## config.mk

```make
export PLATFORM = sky130hd
export DESIGN_NAME = sar_adc_parallel_read_port
export DESIGN_NICKNAME = d
export VERILOG_FILES = /design/src/design/adc_pkg.sv /design/src/design/sar_engine.sv /design/src/design/sar_adc_parallel_read_port.sv
export SDC_FILE = /design/constraint.sdc
export NUM_CORES = 1
export LEC_CHECK = 0
export BUFFER_PORTS_ARGS = -buffer_cell sky130_fd_sc_hd__buf_4
export CORE_MARGIN = 2
export CORE_UTILIZATION = 58
export CTS_BUF_LIST = sky130_fd_sc_hd__clkbuf_2 sky130_fd_sc_hd__clkbuf_4 sky130_fd_sc_hd__clkbuf_8
export DETAILED_ROUTE_END_ITERATION = 8
export GPL_TIMING_DRIVEN = 1
export PLACE_DENSITY = 0.76
export SETUP_SLACK_MARGIN = 0.5
export SYNTH_ARGS = -nofsm -noshare
export SYNTH_HDL_FRONTEND = slang
export SYNTH_HIERARCHICAL = 1
export SYNTH_SLANG_ARGS = --single-unit
```

## constraint.sdc

```tcl
create_clock -name clock -period 3.2 [get_ports clock]
set_input_delay 0.64 -clock clock [delete_from_list [all_inputs] [get_ports clock]]
set_output_delay 0.64 -clock clock [all_outputs]
set_load 0.1 [all_outputs]
```

## src/design/adc_pkg.sv

```systemverilog
// Shared constants, pin bundle and result folding for the converter read port.
// Assumes a single 40 MHz clock; host pins are asynchronous to it.
package adc_pkg;

  localparam int          CLK_PERIOD_NS   = 25;
  localparam int          CONV_TIME_NS    = 700;
  localparam int          ABORT_MIN_NS    = 60;
  localparam int          ABORT_MAX_NS    = 600;
  localparam int          FOLD_SPACING_NS = 50;

  // Longest times round down, least times round up
  localparam int          CONV_CYC        = CONV_TIME_NS / CLK_PERIOD_NS;
  localparam int          ABORT_MIN_CYC   = (ABORT_MIN_NS + CLK_PERIOD_NS - 1) / CLK_PERIOD_NS;
  localparam int          ABORT_MAX_CYC   = ABORT_MAX_NS / CLK_PERIOD_NS;
  localparam int          FOLD_SPACING_CYC =
    (FOLD_SPACING_NS + CLK_PERIOD_NS - 1) / CLK_PERIOD_NS;

  localparam int          RESULT_W        = 16;
  localparam int          CNT_W           = 5;
  localparam int          FOLD_HI_LSB     = 10;
  localparam int          FOLD_SRC_MSB    = 7;
  localparam int          FOLD_SRC_LSB    = 2;

  localparam logic [RESULT_W-1:0] RESULT_RST = 16'h0000;
  localparam logic [RESULT_W-1:0] MSB_MASK   = 16'h8000;
  localparam logic [FOLD_HI_LSB-1:0] FOLD_ONES = 10'h3ff;

  typedef struct packed {
    logic convert_start_n;  // Falling edge holds and starts a conversion
    logic cs_n;             // Chip select, falling edge starts acquisition
    logic rd_n;             // Read strobe, output enable while low together with cs_n
    logic byte_sel;         // 1 folds result bits 7:2 onto the upper pins
  } host_pins_t;

  localparam host_pins_t PINS_IDLE = '{convert_start_n: 1'b1, cs_n: 1'b1,
                                       rd_n: 1'b1, byte_sel: 1'b0};

  function automatic logic [RESULT_W-1:0] fold_word(input logic [RESULT_W-1:0] w,
                                                    input logic sel);
    fold_word = sel ? {w[FOLD_SRC_MSB:FOLD_SRC_LSB], FOLD_ONES} : w;
  endfunction : fold_word

endpackage : adc_pkg

```

## src/design/sar_engine.sv

```systemverilog
// Successive-approximation engine: one trial bit per clock, fixed conversion length.
// Assumes start and abort are single-cycle pulses from the read port on the same clock.
`timescale 1ns/1ps
`default_nettype none
module sar_engine (
  input  wire logic                         clock,    // 40 MHz clock
  input  wire logic                         rst,      // Async reset, high
  input  wire logic                         start,    // Pulse: hold sample, begin
  input  wire logic                         abort,    // Pulse: drop conversion
  input  wire logic [adc_pkg::RESULT_W-1:0] sample,   // Front-end code to hold
  output logic      [adc_pkg::CNT_W-1:0]    elapsed,  // Cycles since start
  output logic                              done,     // Pulse: code is final
  output logic      [adc_pkg::RESULT_W-1:0] code      // Resolved code
);

  logic                         running_q;
  logic [adc_pkg::CNT_W-1:0]    elapsed_q;
  logic [adc_pkg::RESULT_W-1:0] mask_q;
  logic [adc_pkg::RESULT_W-1:0] held_q;
  logic [adc_pkg::RESULT_W-1:0] code_q;
  logic [adc_pkg::RESULT_W-1:0] trial;

  assign trial   = code_q | mask_q;
  assign elapsed = elapsed_q;
  assign code    = code_q;
  assign done    = running_q && !abort &&
                   (elapsed_q == adc_pkg::CNT_W'(adc_pkg::CONV_CYC - 1));

  always_ff @(posedge clock or posedge rst) begin
    if (rst) begin
      running_q <= 1'b0;
    end else if (start) begin
      running_q <= 1'b1;
    end else if (abort || done) begin
      running_q <= 1'b0;
    end
  end

  always_ff @(posedge clock or posedge rst) begin
    if (rst) begin
      elapsed_q <= '0;
    end else if (start) begin
      elapsed_q <= '0;
    end else if (running_q) begin
      elapsed_q <= elapsed_q + 1'b1;
    end
  end

  // Held sample stays frozen for the whole conversion
  always_ff @(posedge clock or posedge rst) begin
    if (rst) begin
      held_q <= adc_pkg::RESULT_RST;
    end else if (start) begin
      held_q <= sample;
    end
  end

  always_ff @(posedge clock or posedge rst) begin
    if (rst) begin
      mask_q <= '0;
      code_q <= adc_pkg::RESULT_RST;
    end else if (start) begin
      mask_q <= adc_pkg::MSB_MASK;
      code_q <= adc_pkg::RESULT_RST;
    end else if (running_q && mask_q != '0) begin
      mask_q <= mask_q >> 1;
      code_q <= (trial <= held_q) ? trial : code_q;
    end
  end
endmodule : sar_engine
`default_nettype wire

```

## src/design/sar_adc_parallel_read_port.sv

```systemverilog
// Digital control and parallel read port of a 16-bit SAR converter.
// Assumes host strobes arrive asynchronously; analog_code comes from a front end on clock.
`timescale 1ns/1ps
`default_nettype none
module sar_adc_parallel_read_port (
  input  wire logic                         clock,              // 40 MHz clock
  input  wire logic                         rst,                // Async reset, high
  input  wire adc_pkg::host_pins_t          host_pins,          // Raw host pins
  input  wire logic [adc_pkg::RESULT_W-1:0] analog_code,        // Front-end code
  output logic                              busy,               // Conversion running
  output logic                              tracking,           // Acquisition phase
  output logic      [adc_pkg::RESULT_W-1:0] result_bus_out,     // Data pins, value
  output logic                              result_bus_oe,      // Data pins, enable
  output logic                              result_bus_msb_pin  // Copy of top pin
);

  typedef enum logic {ST_ACQ, ST_CONV} conv_state_t;

  adc_pkg::host_pins_t          pin_s1_q;
  adc_pkg::host_pins_t          pin_s2_q;
  adc_pkg::host_pins_t          pin_prev_q;
  conv_state_t                  state_q;
  conv_state_t                  state_d;
  logic                         busy_q;
  logic                         track_q;
  logic                         oe_q;
  logic [adc_pkg::RESULT_W-1:0] result_q;
  logic [adc_pkg::RESULT_W-1:0] bus_q;
  logic [adc_pkg::RESULT_W-1:0] word_d;
  logic                         cv_fall;
  logic                         cs_fall;
  logic                         start;
  logic                         abort_edge;
  logic                         in_window;
  logic                         abort_ok;
  logic [adc_pkg::CNT_W-1:0]    elapsed;
  logic                         eng_done;
  logic [adc_pkg::RESULT_W-1:0] eng_code;

  // Two-flop synchronisers; edges are found on the second stage only
  always_ff @(posedge clock or posedge rst) begin
    if (rst) begin
      pin_s1_q   <= adc_pkg::PINS_IDLE;
      pin_s2_q   <= adc_pkg::PINS_IDLE;
      pin_prev_q <= adc_pkg::PINS_IDLE;
    end else begin
      pin_s1_q   <= host_pins;
      pin_s2_q   <= pin_s1_q;
      pin_prev_q <= pin_s2_q;
    end
  end

  assign cv_fall = pin_prev_q.convert_start_n && !pin_s2_q.convert_start_n;
  assign cs_fall = pin_prev_q.cs_n && !pin_s2_q.cs_n;

  assign start      = (state_q == ST_ACQ) && cv_fall;
  assign abort_edge = (cv_fall && !pin_s2_q.cs_n) || cs_fall;
  // Abort edges outside the window are ignored so a late glitch cannot
  // throw away a nearly finished result
  assign in_window  = (elapsed >= adc_pkg::CNT_W'(adc_pkg::ABORT_MIN_CYC - 1)) &&
                      (elapsed <= adc_pkg::CNT_W'(adc_pkg::ABORT_MAX_CYC - 1));
  assign abort_ok   = (state_q == ST_CONV) && abort_edge && in_window;

  sar_engine u_engine (
    .clock   (clock),
    .rst     (rst),
    .start   (start),
    .abort   (abort_ok),
    .sample  (analog_code),
    .elapsed (elapsed),
    .done    (eng_done),
    .code    (eng_code)
  );

  always_comb begin
    state_d = state_q;
    unique case (state_q)
      ST_ACQ: begin
        if (start) begin
          state_d = ST_CONV;
        end
      end
      ST_CONV: begin
        if (abort_ok || eng_done) begin
          state_d = ST_ACQ;
        end
      end
    endcase
  end

  always_ff @(posedge clock or posedge rst) begin
    if (rst) begin
      state_q <= ST_ACQ;
      busy_q  <= 1'b0;
    end else begin
      state_q <= state_d;
      busy_q  <= (state_d == ST_CONV);
    end
  end

  always_ff @(posedge clock or posedge rst) begin
    if (rst) begin
      track_q <= 1'b0;
    end else if (cs_fall) begin
      track_q <= 1'b1;
    end else if (start) begin
      track_q <= 1'b0;
    end
  end

  // Aborted conversions leave the previous result in place
  always_ff @(posedge clock or posedge rst) begin
    if (rst) begin
      result_q <= adc_pkg::RESULT_RST;
    end else if (eng_done) begin
      result_q <= eng_code;
    end
  end

  // Bus follows the fresh code in the same edge busy falls, so no lag after busy
  assign word_d = eng_done ? eng_code : result_q;

  always_ff @(posedge clock or posedge rst) begin
    if (rst) begin
      bus_q <= adc_pkg::RESULT_RST;
    end else begin
      bus_q <= adc_pkg::fold_word(word_d, pin_s2_q.byte_sel);
    end
  end

  // Chip select frames the read; either strobe high releases the pins
  always_ff @(posedge clock or posedge rst) begin
    if (rst) begin
      oe_q <= 1'b0;
    end else begin
      oe_q <= !pin_s2_q.rd_n && !pin_s2_q.cs_n;
    end
  end

  assign busy               = busy_q;
  assign tracking           = track_q;
  assign result_bus_out     = bus_q;
  assign result_bus_oe      = oe_q;
  assign result_bus_msb_pin = bus_q[adc_pkg::RESULT_W-1];
endmodule : sar_adc_parallel_read_port
`default_nettype wire

```

==> impl_metrics.env <==
export IMPL_startpoint_type="flip-flop"
export IMPL_layout_nets=459
export IMPL_period_needed_ps=2510
export IMPL_portBuffers=41
export IMPL_drtIter0Drc=152
export IMPL_netlist_area_leader_share_pct=53.0
export IMPL_use_met2_pct=30.1
export IMPL_rsz0062_at_grt="no"
export IMPL_overflow=0
export IMPL_ys_warn_count=6
export IMPL_netlist_area_mm2=0.00430
export IMPL_ys_types=46
export IMPL_drc_errors=0
export IMPL_synth_edff_count=0
export IMPL_grt_util_all_layers_pct=20.6
export IMPL_core_mm2=0.00721
export IMPL_irDropWorstVdd_mv=0.466
export IMPL_clkSinkCount=99
export IMPL_pre_cts_slack_ps=455
export IMPL_io_pins=42
export IMPL_cts_htree_levels=3
export IMPL_ys_seq_area_share_pct=57.9
export IMPL_grt_pass1_vias=2681
export IMPL_use_met1_pct=31.1
export IMPL_drv_slew=0
export IMPL_syn_inst=375
export IMPL_multi_input_area_mm2=0.00150
export IMPL_rows=31
export IMPL_crit_reg2reg_launch="u_engine/mask_q[14]"
export IMPL_drtAntennaViolNets=0
export IMPL_chipHeight_um=90.1
export IMPL_hold_violations=0
export IMPL_use_met3_pct=3.35
export IMPL_final_area_mm2=0.00490
export IMPL_required_ps=3430
export IMPL_ff_latch_area_mm2=0.00249
export IMPL_finalPower_uw=4360
export IMPL_synth_async_reset_ratio_pct=100
export IMPL_synth_area_per_cell_um2=11.5
export IMPL_final_core_util_pct=67.9
export IMPL_cts_tree="yes"
export IMPL_clk_pin_slew_ps=100
export IMPL_drt_wl_total_mm=7.75
export IMPL_fin_tns_setup_ps=0
export IMPL_slowest_stage="or4_4"
export IMPL_drive_gt1_share_pct=24.7
export IMPL_diodes=0
export IMPL_initial_core_util_pct=59.5
export IMPL_pwr_density_cell_mw_per_mm2=891
export IMPL_cp_arrival_ps=2740
export IMPL_crit_family="simple AND/OR/NAND/NOR gates"
export IMPL_yosys_top_cells_area="dfrtp_1, inv_1, ha_1, dfstp_2, nand2_1"
export IMPL_place_gp_congestion=0.889
export IMPL_fin_skew_ps=7.83
export IMPL_dr_pass1_iters=4
export IMPL_dieArea_mm2=0.00811
export IMPL_status="complete, no violations"
export IMPL_vias_per_cell=5.23
export IMPL_finalSetupViolCount=0
export IMPL_hpwl_mm=5.46
export IMPL_syn_num_nets=414
export IMPL_crit_chain="inv_1, nand2_1, ha_1, nand4_1, or4_4, a21o_1, a41oi_4, buf_4, o22ai_2"
export IMPL_fmax_mhz=398
export IMPL_crit_path_start="u_engine/mask_q[14]"
export IMPL_grt_max_degree=61
export IMPL_ys_seq_elements=99
export IMPL_maxSlewHeadroom_pct=44.9
export IMPL_placed_cell_area_mm2=0.00467
export IMPL_cp_max_fo=7
export IMPL_power_leakage_uw=0.00243
export IMPL_fillers=560
export IMPL_maxCapViolCount=0
export IMPL_crit_path_max_incr_delay_ps=590
export IMPL_wire_per_inst_um=14.8
export IMPL_tightest_slew_ps=826
export IMPL_grt_pass1_wl_mm=13.1
export IMPL_cts_made_buffers=9
export IMPL_finalCritPeriodShare_pct=78.4
export IMPL_setup_ws_ps=690
export IMPL_antenna_found_initial=0
export IMPL_synth_flop_cell="dfrtp_1"
export IMPL_clock_root_buffer="clkbuf_8"
export IMPL_clk_latency_ps=370
export IMPL_worstSetupEndpointType="flip-flop"
export IMPL_grt_busiest_layer="met1"
export IMPL_area_growth_pct=14.0
export IMPL_critPathKind="reg -> reg"
export IMPL_critPathBufInv=2
export IMPL_vias=2743
export IMPL_min_path_type="in -> async"
export IMPL_die_x_um=90.1
export IMPL_cts_buffer_depth=2
export IMPL_yosys_area_top_type="dfrtp_1"
per-stage QoR:
step | std cells | hold WS [ps]
after floorplan | 375 | 331
after global placement | 505 | 336
after detailed placement | 505 | 336
after CTS | 524 | 354
after global routing | 524 | 347
final | 524 | 339
worst paths after layout:
check                                          end  slack (ps)  cells after the start
worst max-delay path              u_engine/code[2]         690                      9
worst min-delay path              u_engine/code[0]         340                      2
worst max register to register    u_engine/code[2]         690                      9
worst min register to register         pin_s2_q[0]         350                      0
max in group asynchronous       u_engine/held_q[1]        2080                      3
min in group clock                     pin_s2_q[0]         350                      0
Yosys cell counts, types with 2 or more instances:
cell,count
nand3_1,2
nor4_1,4
buf_6,2
o21ai_0,18
nand4_1,5
ha_1,17
dfstp_2,8
clkbuf_1,7
or2_1,4
buf_1,2
mux2_4,6
buf_4,2
nor2_2,3
a21oi_1,12
inv_1,59
nand2_1,37
o22ai_2,10
nand2b_1,8
mux2_2,5
a21boi_0,3
nor2_1,18
o22ai_1,6
mux2i_1,13
o21bai_1,2
a22o_1,9
dfrtp_1,91
xor2_1,3
power by group:
group | switching (µW) | internal [µW] | leakage [µW]
Sequential | 215 | 1550 | 0.00127
Combinational | 1130 | 688 | 0.00107
Clock | 460 | 320 | 0.0000973
cell type report:
| type | instances | share of cell area [%] |
|---|---|---|
| clock inverter | 6 | 1.25 |
| sequential | 99 | 50.8 |
| inverter | 59 | 4.52 |
| tap | 99 | 2.53 |
| multi-input combinational | 202 | 30.5 |
| clock buffer | 10 | 2.81 |
| timing repair buffer | 49 | 7.51 |
what timing repair did:
| item | CTS | global route |
|---|---|---|
| setup endpoints to repair | 14 | 0 |
| hold buffers | 0 | 0 |
| gates resized for setup | 0 | 0 |
| setup buffers | 3 | 0 |
cell usage in the layout, fill, tap and decap left out, types with 2 or more instances in the layout:
cell type | netlist | routed
dfrtp_1 | 91 | 90
inv_1 | 59 | 56
buf_4 | 2 | 49
nand2_1 | 37 | 37
nor2_1 | 18 | 18
o21ai_0 | 18 | 18
ha_1 | 17 | 17
mux2i_1 | 13 | 13
a21oi_1 | 12 | 12
clkbuf_8 | 0 | 10
o22ai_2 | 10 | 10
a22o_1 | 9 | 9
nand2b_1 | 8 | 8
dfstp_2 | 8 | 8
mux2_4 | 6 | 6
o22ai_1 | 6 | 6
mux2_2 | 5 | 5
nand4_1 | 5 | 5
or2_1 | 4 | 4
nor4_1 | 4 | 4
nor2_2 | 3 | 3
a21boi_0 | 3 | 3
clkinv_4 | 0 | 3
xor2_1 | 3 | 3
clkinv_1 | 0 | 2
nand3_1 | 2 | 2
o21bai_1 | 2 | 2
state kept, by name, summed over array words and instances, names as in the netlist:
signal and cells:
result_q 16, u_engine/code 16, busy 1, u_engine/running_q 1, pin_s1_q 4, pin_s2_q 4, u_engine/mask_q 16, u_engine/held_q 16
result_bus_oe 1, u_engine/elapsed 5, tracking 1, result_bus_out 16, pin_prev_q 2
kinds of logic after synthesis:
logic type               Yosys count  share of synthesized area (%)
buffers and inverters             74                           7.40
multiplexers                      24                           6.44
adder cells (fa/ha/maj)           17                           4.95
AO/OA/AOI/OAI                     68                           12.5
flip-flops                        99                           57.9
XOR/XNOR                           4                          0.816
AND/OR/NAND/NOR                   89                           9.99
layer usage:
layer	wire (µm)	share of wire, %
met5	0	0
met4	120	1.5
met3	350	4.5
met2	3590	46
met1	3690	48
(Power assumes the default switching activity.)
